===== config.mk =====
export PLATFORM = sky130hd
export DESIGN_NAME = hub_device_config_bits
export DESIGN_NICKNAME = d
export VERILOG_FILES = /design/src/common/hub_cfg_pkg.sv /design/src/port_power_route.sv /design/src/hub_device_config_bits.sv
export SDC_FILE = /design/constraint.sdc
export NUM_CORES = 1
export LEC_CHECK = 0
export BUFFER_PORTS_ARGS = -buffer_cell sky130_fd_sc_hd__buf_4
export CAP_MARGIN = 20
export CORE_ASPECT_RATIO = 0.9
export CORE_MARGIN = 4
export CORE_UTILIZATION = 37
export DETAILED_ROUTE_END_ITERATION = 8
export HOLD_SLACK_MARGIN = 0.12
export PLACE_DENSITY_LB_ADDON = 0.25
export SKIP_LAST_GASP = 1
export SLEW_MARGIN = 10
export SYNTH_ARGS = -nofsm -noshare
export SYNTH_HDL_FRONTEND = slang
export SYNTH_SLANG_ARGS = --single-unit

===== constraint.sdc =====
create_clock -name mclk_i -period 1.45 [get_ports mclk_i]
set_clock_uncertainty 0.05 [all_clocks]
set_input_delay 0.2175 -clock mclk_i [delete_from_list [all_inputs] [get_ports mclk_i]]
set_output_delay 0.2175 -clock mclk_i [all_outputs]
set_load 0.005 [all_outputs]

===== src/common/hub_cfg_pkg.sv =====
// package: offsets, field positions and reset values of the device configuration register
package hub_cfg_pkg;
    localparam logic [3:0] DEVICE_CONFIGURATION_OFFSET = 4'h5;
    localparam int SERIAL_WE_BIT = 6;
    localparam int LPM_DISABLE_BIT = 5;
    localparam int RESERVED_ONE_BIT = 4;
    localparam int GANGED_BIT = 3;
    localparam int PM_OFF_N_BIT = 2;
    localparam logic SERIAL_WE_RESET = 1'h0;
    localparam logic LPM_DISABLE_RESET = 1'h0;
    localparam logic RESERVED_ONE_VALUE = 1'h1;
    localparam int NUM_PORTS = 2;
endpackage


===== src/port_power_route.sv =====
// port power routing: individual or ganged switching of the downstream port power controls
`timescale 1ns/10ps
`default_nettype none
module port_power_route #(
    parameter int PORTS = 2
) (
    input wire logic ganged_i,                  // with pm_off_n_i low, first control carries the OR of all requests, the others stay off
    input wire logic pm_off_n_i,                // high disables switching
    input wire logic [PORTS-1:0] port_req_i,    // per-port power requests
    output logic [PORTS-1:0] port_power_o       // resulting power enables
);
    logic any_req;
    assign any_req = |port_req_i;
    genvar g;
    generate
        for (g = 0; g < PORTS; g++) begin : g_port
            always_comb begin
                if (pm_off_n_i) begin
                    // switching disabled: ports are left powered
                    port_power_o[g] = 1'b1;   // RL9
                end else if (ganged_i) begin
                    port_power_o[g] = (g == 0) ? any_req : 1'b0;   // RL7
                end else begin
                    port_power_o[g] = port_req_i[g];   // RL7
                end
            end
        end
    endgenerate
endmodule
`default_nettype wire


===== src/hub_device_config_bits.sv =====
// device configuration register, bits 6 down to 2, with straps and low-power gating
// Contract
// RL1: serial write enable resets to 0; gates serial string writes.
// RL2: low-power disable 1 blocks initiating and accepting U1/U2 on all ports.
// RL3: forced link-PM accept re-enables U1/U2 until power-on reset or upstream disconnect.
// RL4: I2C mode loads bits 5,3,2 from EEPROM; SMBus host may overwrite them.
// RL5: bit 4 is reserved and always reads 1.
// RL6: ganging bit captured from its strap pin at reset release.
// RL7: ganging 0 per-port switching; 1 all ports on first control pin.
// RL8: power-management bit captured from its strap pin at reset release.
// RL9: power_mgmt_off_n 0 enables switching and over-current reporting; 1 disables both.
// RL10: register sits at offset 5h.
`timescale 1ns/10ps
`default_nettype none
module hub_device_config_bits #(
    parameter int PORTS = hub_cfg_pkg::NUM_PORTS
) (
    input wire logic mclk_i,                     // 100 MHz clock
    input wire logic rstn_i,                     // async reset, active low
    input wire logic ce_i,                       // clock enable
    input wire logic ganging_strap_pin_i,        // ganging strap
    input wire logic power_mgmt_strap_pin_i,     // power management strap
    input wire logic i2c_mode_i,                 // eeprom load mode
    input wire logic smbus_mode_i,               // smbus slave mode
    input wire logic cfg_wr_i,                   // register write strobe
    input wire logic [3:0] cfg_addr_i,           // register offset
    input wire logic [7:0] cfg_wdata_i,          // write data
    input wire logic force_lpm_accept_i,         // forced link-PM accept sent or received
    input wire logic upstream_disconnect_i,      // upstream port disconnected
    input wire logic u1u2_req_i,                 // incoming or local U1/U2 request
    input wire logic overcurrent_i,              // raw over-current indication
    input wire logic [PORTS-1:0] port_req_i,     // per-port power requests
    input wire logic serial_wr_i,                // serial string write attempt
    output logic [7:0] cfg_rdata_o,              // register read data
    output logic serial_string_write_enable_o,   // serial strings writable
    output logic u1u2_allowed_o,                 // U1/U2 may be initiated/accepted
    output logic serial_wr_ok_o,                 // serial string write performed
    output logic overcurrent_report_o,           // over-current reported
    output logic [PORTS-1:0] port_power_control_pins_o  // port power controls
);
    // ------------------------------------------------------------
    // address and mode decoding
    // ------------------------------------------------------------
    logic hit;
    logic mode_on;
    logic cfg_write_ok;
    logic strap_done_q, strap_done_d;

    function automatic logic addr_hit(input logic [3:0] a);
        addr_hit = (a == hub_cfg_pkg::DEVICE_CONFIGURATION_OFFSET);   // RL10
    endfunction

    // either configuration source may load or overwrite the register
    function automatic logic mode_active(input logic i2c, input logic smb);
        mode_active = i2c | smb;   // RL4
    endfunction

    // readable byte; bits 7, 1 and 0 belong to other logic and read 0 here
    function automatic logic [7:0] read_byte(
        input logic serial_we,
        input logic lpm_dis,
        input logic ganged,
        input logic pm_off_n
    );
        read_byte = 8'h00;
        read_byte[hub_cfg_pkg::SERIAL_WE_BIT] = serial_we;
        read_byte[hub_cfg_pkg::LPM_DISABLE_BIT] = lpm_dis;
        read_byte[hub_cfg_pkg::RESERVED_ONE_BIT] = hub_cfg_pkg::RESERVED_ONE_VALUE;   // RL5
        read_byte[hub_cfg_pkg::GANGED_BIT] = ganged;
        read_byte[hub_cfg_pkg::PM_OFF_N_BIT] = pm_off_n;
    endfunction

    assign hit = addr_hit(cfg_addr_i);
    assign mode_on = mode_active(i2c_mode_i, smbus_mode_i);
    assign cfg_write_ok = cfg_wr_i & hit & mode_on;   // RL4

    // ------------------------------------------------------------
    // strap capture
    // ------------------------------------------------------------
    // low only until the first enabled edge after reset release
    always_comb begin
        strap_done_d = 1'b1;
    end

    always_ff @(posedge mclk_i or negedge rstn_i) begin
        if (!rstn_i) begin
            strap_done_q <= 1'b0;
        end else if (ce_i) begin
            strap_done_q <= strap_done_d;
        end
    end

    // ------------------------------------------------------------
    // configuration bits
    // ------------------------------------------------------------
    logic serial_we_q, serial_we_d;
    logic lpm_dis_q, lpm_dis_d;
    logic ganged_q, ganged_d;
    logic pm_off_n_q, pm_off_n_d;

    always_comb begin
        serial_we_d = serial_we_q;
        lpm_dis_d = lpm_dis_q;
        ganged_d = ganged_q;
        pm_off_n_d = pm_off_n_q;
        if (!strap_done_q) begin
            // first enabled edge after release samples the straps; writes there are dropped
            ganged_d = ganging_strap_pin_i;   // RL6
            pm_off_n_d = power_mgmt_strap_pin_i;   // RL8
        end else if (cfg_write_ok) begin
            serial_we_d = cfg_wdata_i[hub_cfg_pkg::SERIAL_WE_BIT];   // RL1
            lpm_dis_d = cfg_wdata_i[hub_cfg_pkg::LPM_DISABLE_BIT];   // RL4
            ganged_d = cfg_wdata_i[hub_cfg_pkg::GANGED_BIT];   // RL4
            pm_off_n_d = cfg_wdata_i[hub_cfg_pkg::PM_OFF_N_BIT];   // RL4
        end
    end

    always_ff @(posedge mclk_i or negedge rstn_i) begin
        if (!rstn_i) begin
            serial_we_q <= hub_cfg_pkg::SERIAL_WE_RESET;   // RL1
            lpm_dis_q <= hub_cfg_pkg::LPM_DISABLE_RESET;
            ganged_q <= 1'b0;
            pm_off_n_q <= 1'b0;
        end else if (ce_i) begin
            serial_we_q <= serial_we_d;
            lpm_dis_q <= lpm_dis_d;
            ganged_q <= ganged_d;
            pm_off_n_q <= pm_off_n_d;
        end
    end

    // ------------------------------------------------------------
    // forced link power state
    // ------------------------------------------------------------
    // once a forced accept is seen, U1/U2 stay usable until reset or upstream loss
    logic forced_q, forced_d;

    always_comb begin
        forced_d = forced_q;
        // set wins over the disconnect clear
        if (force_lpm_accept_i) begin
            forced_d = 1'b1;   // RL3
        end else if (upstream_disconnect_i) begin
            forced_d = 1'b0;   // RL3
        end
    end

    always_ff @(posedge mclk_i or negedge rstn_i) begin
        if (!rstn_i) begin
            forced_q <= 1'b0;   // RL3
        end else if (ce_i) begin
            forced_q <= forced_d;
        end
    end

    // ------------------------------------------------------------
    // read path
    // ------------------------------------------------------------
    // read data is registered, so it follows the address by one cycle
    logic [7:0] rdata_d;
    logic [7:0] rdata_q;

    always_comb begin
        rdata_d = 8'h00;
        if (hit) begin
            rdata_d = read_byte(serial_we_q, lpm_dis_q, ganged_q, pm_off_n_q);   // RL10
        end
    end

    always_ff @(posedge mclk_i or negedge rstn_i) begin
        if (!rstn_i) begin
            rdata_q <= 8'h00;
        end else if (ce_i) begin
            rdata_q <= rdata_d;
        end
    end

    // ------------------------------------------------------------
    // status outputs
    // ------------------------------------------------------------
    logic u1u2_d, ser_ok_d, oc_d;
    logic [PORTS-1:0] pwr_d;
    logic u1u2_q, ser_ok_q, oc_q;
    logic [PORTS-1:0] pwr_q;

    port_power_route #(
        .PORTS(PORTS)
    ) u_route (
        .ganged_i(ganged_q),
        .pm_off_n_i(pm_off_n_q),
        .port_req_i(port_req_i),
        .port_power_o(pwr_d)
    );

    always_comb begin
        // the forced state overrides the disable bit
        u1u2_d = !lpm_dis_q | forced_q;   // RL2
        ser_ok_d = serial_wr_i & serial_we_q & mode_on;   // RL1
        oc_d = overcurrent_i & !pm_off_n_q;   // RL9
    end

    always_ff @(posedge mclk_i or negedge rstn_i) begin
        if (!rstn_i) begin
            u1u2_q <= 1'b0;
            ser_ok_q <= 1'b0;
            oc_q <= 1'b0;
            pwr_q <= '0;
        end else if (ce_i) begin
            u1u2_q <= u1u2_d;
            ser_ok_q <= ser_ok_d;
            oc_q <= oc_d;
            pwr_q <= pwr_d;   // RL7
        end
    end

    assign cfg_rdata_o = rdata_q;
    assign serial_string_write_enable_o = serial_we_q;
    assign u1u2_allowed_o = u1u2_q;
    assign serial_wr_ok_o = ser_ok_q;
    assign overcurrent_report_o = oc_q;
    assign port_power_control_pins_o = pwr_q;
endmodule
`default_nettype wire


==> results of run 1 <==
-- per-layer routing --
layer	GRT usage, %	routed length (um)
met5	0	0
met4	2.49	0
met3	6.93	148
met2	21.6	821
met1	17.0	697
-- cell families (layout without fill, tap and decap cells) --
| kind of cell | Yosys count | in the layout | share of synthesized area [%] |
|---|---|---|---|
| buffers and inverters | 10 | 52 | 6.90 |
| DFF | 16 | 16 | 56.6 |
| and+or+nand+nor | 11 | 11 | 10.4 |
| other | 1 | 3 | 0.530 |
| AOI/OAI and AO/OA | 15 | 15 | 15.2 |
| muxes | 6 | 6 | 10.3 |
-- report_power, final --
group,total (mW),internal [mW],switching [mW]
clock,0.290,0.153,0.137
sequential,0.525,0.489,0.0359
combinational,0.187,0.118,0.0694
-- cells in the mapped netlist --
library cell	instances	area, um2
inv_2	2	7.51
mux2_1	1	11.3
a22o_1	5	43.8
dfrtp_1	16	400
mux2_4	2	30.0
nor4b_2	1	15.0
mux2i_1	2	20.0
or4_4	1	11.3
a21o_1	1	7.51
nor2_1	3	11.3
nand2b_1	1	6.26
o2111ai_1	1	8.76
conb_1	1	3.75
inv_1	4	15.0
o32ai_1	1	8.76
a211oi_1	1	7.51
a31oi_1	1	6.26
buf_4	3	22.5
o21ai_0	2	10.0
nand2_1	2	7.51
a21oi_1	3	15.0
nor2_2	1	6.26
clkbuf_1	1	3.75
mux2_2	1	11.3
nand3b_1	1	7.51
nand4b_1	1	8.76
-- sequential cells by signal, summed over array words and instances (netlist names) --
register and count:
cfg_rdata_o 5, port_power_control_pins_o 2, forced_q 1, ganged_q 1, lpm_dis_q 1, overcurrent_report_o 1, pm_off_n_q 1, serial_string_write_enable_o 1
serial_wr_ok_o 1, strap_done_q 1, u1u2_allowed_o 1
-- stage by stage --
stage | setup TNS, ns | setup slack, ns | hold WS (ns) | power (mW) | cell area, um2
floorplan | 0 | 0.00500 | -0.128 | 0.599 | 714
CTS | 0 | 0.0161 | 0.151 | 1.02 | 1080
global placement | -0.129 | -0.0655 | 0.0348 | 0.704 | 996
global route | 0 | 0.101 | 0.161 | 1.06 | 1080
detailed placement | -0.156 | -0.0782 | 0.0390 | 0.710 | 996
finish | 0 | 0.139 | 0.158 | 1.00 | 1080
-- critical path: cells and delay by family (launching register included) --
kind          cells  cell delay [ns]
buf+inv           1             0.04
flops             1             0.37
simple gates      1             0.43
mux               1             0.31
-- worst max-delay path by stage --
stage | from | endpoint | cells after the start
after floorplan | strap_done_q | lpm_dis_q | 3
after global placement | cfg_addr_i[3] | lpm_dis_q | 4
after detailed placement | cfg_addr_i[3] | lpm_dis_q | 4
after CTS | strap_done_q | lpm_dis_q | 3
after global routing | strap_done_q | lpm_dis_q | 3
final | strap_done_q | lpm_dis_q | 3
-- area by class of cell --
type	count	area, um2	share of cell area, %
multi-input cells	35	265	24.5
repair buffers	42	328	30.3
flip-flops and latches	16	400	37.0
well taps	24	30.0	2.77
clock buffers	4	36.3	3.35
inverters	6	22.5	2.08
-- cell usage in the layout (no fill, tap or decap) --
cell,n
mux2_4,2
nor2_2,1
nand2_1,2
mux2i_1,2
o21ai_0,2
o32ai_1,1
dfrtp_1,16
a211oi_1,1
a31oi_1,1
nand2b_1,1
nor4b_2,1
a21o_1,1
inv_1,4
nor2_1,3
dlygate4sd3_1,5
mux2_1,1
o2111ai_1,1
a22o_1,5
or4_4,1
a21oi_1,3
clkbuf_8,1
nand3b_1,1
mux2_2,1
conb_1,3
buf_4,37
clkbuf_4,3
nand4b_1,1
inv_2,2
-- repair_timing --
item,4_1_cts,5_1_grt
hold buffers,5,0
setup endpoints to repair,0,2
setup buffers,0,0
hold endpoints to repair,20,0
==> results.sh, run 1 <==
export IMPL_synthesis_area_um2=707
export IMPL_finalSetupViolCount=0
export IMPL_cpMaxStageDelayCell="or4_4"
export IMPL_fin_util_pct=62.4
export IMPL_drc_errors=0
export IMPL_crit_required_ns=1.58
export IMPL_synth_area_per_cell_um2=12.0
export IMPL_drive_gt1_share_pct=47.6
export IMPL_root_buffer="clkbuf_4"
export IMPL_die_x_um=54.1
export IMPL_clk_pin_slew_ns=0.09
export IMPL_status="finished, final reports clean"
export IMPL_r2r_setup_slack_ns=0.14
export IMPL_powerDensity_mw_per_mm2=926
export IMPL_numCtsBuffers=3
export IMPL_ios=41
export IMPL_path_cells="inv_2 -> or4_4 -> mux2_4"
export IMPL_dp_hpwl_um=1240
export IMPL_hold_viol=0
export IMPL_finalCriticalPeriod_ns=1.31
export IMPL_cpPeakStageDelay_ns=0.43
export IMPL_gp_congestion=0.766
export IMPL_design_die_area_mm2=0.00268
export IMPL_vias_per_cell=4.74
export IMPL_area_growth_pct=53.1
export IMPL_path_max_fanout=2
export IMPL_maxSlewViolCount=0
export IMPL_timing_final_crit_share_pct=90.4
export IMPL_synth_seq_area_share_pct=56.6
export IMPL_drv_cap=0
export IMPL_core_area_mm2=0.00173
export IMPL_r2r_end="lpm_dis_q"
export IMPL_fin_nets=131
export IMPL_fmax_ghz=0.763
export IMPL_ys_ff_latch=16
export IMPL_num_vias=602
export IMPL_cts_max_level=1
export IMPL_reg2reg_depth=3
export IMPL_first_iter_violations=4
export IMPL_cp_arrival_ns=1.44
export IMPL_hold_depth=3
export IMPL_final_cells=127
export IMPL_timing_rr_start="strap_done_q"
export IMPL_row_count=14
export IMPL_antenna_found_initial=0
export IMPL_ys_warn_count=0
export IMPL_synth_cell_types=26
export IMPL_io_buffers=32
export IMPL_ant_nets=0
export IMPL_hold_class="primary input to flop"
export IMPL_insertion_delay_ns=0.28
export IMPL_wl_per_cell_um=13.1
export IMPL_grt_max_degree=17
export IMPL_first_pass_iters=4
export IMPL_die_h_um=49.5
export IMPL_worstHoldStart="port_req_i[0]"
export IMPL_grt_pass1_vias=603
export IMPL_wl_um=1670
export IMPL_grt_setup_unrepaired="false"
export IMPL_cts_tree="yes"
export IMPL_initial_utilization_pct=40.8
export IMPL_min_to="port_power_control_pins_o[0]"
export IMPL_grt_first_pass_wirelength_um=2650
export IMPL_p_leak_nw=0.556
export IMPL_post_cts_resized=0
export IMPL_criticalPathCategory="flop to flop"
export IMPL_critPathLaunchType="flop"
export IMPL_cts_num_sinks=16
export IMPL_grt_usage_pct=13.8
export IMPL_fill_cells=140
export IMPL_num_antenna_cells=0
export IMPL_syn_inst=59
export IMPL_overflow=0
export IMPL_place_inst=118
export IMPL_vdd_drop_max_mv=0.801
export IMPL_max_clock_path_buffers=2
export IMPL_critPathCaptureType="flop"
No activity file was read; power rests on OpenSTA's default activity.
==> run 2: changes to the inputs <==
- ABC_AREA: unset -> 1
- CORE_ASPECT_RATIO: 0.9 -> unset
- CORE_UTILIZATION: 37 -> 39
==> results.sh, run 2 <==
export IMPL_wl_met1_um=682
export IMPL_grt_setup_unrepaired="false"
export IMPL_finalSetupViolCount=0
export IMPL_num_vias=676
export IMPL_synthesis_area_um2=768
export IMPL_overflow=0
export IMPL_most_common_layout_cells="buf_4, nand2_1, dfrtp_1"
export IMPL_wl_um=1650
export IMPL_insertion_delay_ns=0.27
export IMPL_ys_warn_count=0
export IMPL_critPathLaunchType="flop"
export IMPL_p_leak_nw=0.588
export IMPL_num_antenna_cells=0
export IMPL_grt_pass1_vias=701
export IMPL_io_buffers=32
export IMPL_reg2reg_depth=5
export IMPL_r2r_setup_slack_ns=0.37
export IMPL_grt_first_pass_wirelength_um=2970
export IMPL_cpMaxStageDelayCell="dfrtp_1"
export IMPL_top_layer="met3"
export IMPL_yosys_top_cells_count="nand2_1, dfrtp_1, inv_1, nand3_1"
export IMPL_core_area_mm2=0.00180
export IMPL_wl_met3_um=148
export IMPL_timing_rr_start="strap_done_q"
export IMPL_timing_final_crit_share_pct=76.9
export IMPL_vdd_drop_max_mv=0.403
export IMPL_synth_seq_area_share_pct=52.1
export IMPL_drc_errors=0
export IMPL_synth_top_area_share_pct=52.1
export IMPL_crit_required_ns=1.18
export IMPL_path_cells="buf_4"
export IMPL_dr_wl_met2_um=815
export IMPL_first_pass_iters=4
export IMPL_clk_pin_slew_ns=0.08
export IMPL_ant_nets=0
export IMPL_crit_buf_inv=1
export IMPL_ys_ff_latch=16
export IMPL_cp_arrival_ns=0.85
export IMPL_cts_max_level=1
export IMPL_cpPeakStageDelay_ns=0.42
export IMPL_wl_per_cell_um=11.1
export IMPL_r2r_end="serial_string_write_enable_o"
export IMPL_fill_cells=183
export IMPL_criticalPathCategory="flop to output pin"
export IMPL_dp_hpwl_um=1320
export IMPL_final_common_cell="buf_4"
export IMPL_fin_util_pct=59.9
export IMPL_numCtsBuffers=3
export IMPL_first_iter_violations=6
export IMPL_cts_tree="yes"
export IMPL_largest_reg_flops=5
export IMPL_synth_area_per_cell_um2=8.93
export IMPL_fin_tns_setup_ns=0
export IMPL_finalCriticalPeriod_ns=1.11
export IMPL_dpl_instance_area_mm2=0.00100
export IMPL_hold_class="primary input to flop"
export IMPL_status="finished, final reports clean"
export IMPL_ys_flop_type="dfrtp_1"
export IMPL_yosysMostFrequentCell="nand2_1"
export IMPL_postCtsSetupBuffers=0
export IMPL_gp_congestion=0.753
export IMPL_path_delay_family="flip-flops"
export IMPL_final_cells=148
export IMPL_hold_depth=3
export IMPL_async_reset_ff_share_pct=100
export IMPL_row_count=15
export IMPL_fmax_ghz=0.897
export IMPL_die_h_um=52.4
export IMPL_synthTopCellsByArea="dfrtp_1, nand2_1, nand3_1, buf_4, buf_6"
export IMPL_antenna_found_initial=0
export IMPL_max_clock_path_buffers=2
export IMPL_grt_usage_pct=14.9
export IMPL_hold_viol=0
export IMPL_synth_cell_types=21
export IMPL_path_max_fanout=4
export IMPL_syn_inst=86
export IMPL_grt_max_degree=17
export IMPL_die_x_um=52.4
export IMPL_root_buffer="clkbuf_4"
export IMPL_min_to="lpm_dis_q"
export IMPL_synth_edf_count=0
export IMPL_cts_num_sinks=16
export IMPL_yosys_area_top_type="dfrtp_1"
export IMPL_maxSlewViolCount=0
export IMPL_area_growth_pct=40.4
export IMPL_final_area_mm2=0.00108
export IMPL_ios=41
export IMPL_place_inst=140
export IMPL_worstHoldStart="cfg_wdata_i[5]"
export IMPL_whs_ns=0.137
export IMPL_initial_utilization_pct=42.6
export IMPL_drv_cap=0
export IMPL_fin_nets=151
export IMPL_vias_per_cell=4.57
export IMPL_design_die_area_mm2=0.00274
export IMPL_drive_gt1_share_pct=36.6
export IMPL_critPathCaptureType="output pin"
export IMPL_powerDensity_mw_per_mm2=903
## run 2: cell types whose count changed in the layout (fill, tap and decap cells not counted), moves of 3 or more
cell,previous run,this run
nand2_1,2,31
nand3_1,0,5
a22o_1,5,2
buf_4,37,32
o21ai_1,0,4
## run 2: kinds of logic after synthesis
group / Yosys count / share of synthesized area (%)
DFF: 16 / 52.1
buffers and inverters: 12 / 10.3
AOI/OAI and AO/OA: 10 / 7.66
other: 1 / 0.488
and+or+nand+nor: 47 / 29.5
## run 2: how the worst max path moves through the flow
stage | start | endpoint | slack (ns) | cells after the start
after floorplan | strap_done_q | serial_string_write_enable_o | 0.48 | 5
after global placement | strap_done_q | serial_string_write_enable_o | 0.41 | 5
after detailed placement | strap_done_q | serial_string_write_enable_o | 0.37 | 5
after CTS | serial_string_write_enable_o | serial_string_write_enable_o | 0.32 | 1
after global routing | strap_done_q | serial_string_write_enable_o | 0.26 | 5
final | serial_string_write_enable_o | serial_string_write_enable_o | 0.34 | 1
## run 2: metrics by stage
step	setup WS (ns)	total power, mW
CTS	0.321	0.994
detailed placement	0.370	0.698
global placement	0.407	0.693
finish	0.335	0.974
global route	0.264	1.05
floorplan	0.477	0.604
## run 2: area by class of cell
type / count / area [um2] / share of cell area (%)
timing repair buffer: 36 / 280 / 26.0
clock buffer: 4 / 36.3 / 3.36
tap: 25 / 31.3 / 2.90
multi-input combinational: 60 / 297 / 27.5
sequential: 16 / 400 / 37.1
inverter: 7 / 33.8 / 3.13
## run 2: power by group
group / switching [mW] / internal, mW / leakage, nW
Sequential: 0.0272 / 0.485 / 0.201
Combinational: 0.0816 / 0.102 / 0.366
Clock: 0.126 / 0.152 / 0.0210
Total: 0.234 / 0.739 / 0.588
## run 2: repair_timing
action	CTS	global route
gates resized for setup	0	0
endpoints found under the hold margin	19	0
hold buffers	4	0
setup endpoints to repair	0	0
## run 2: metal layers
metal | track usage, % | vias to the layer above
met5 | 0 | -
met2 | 25.6 | 28
met3 | 3.70 | 0
met1 | 16.7 | 305
li1 | - | 343
met4 | 7.66 | 0
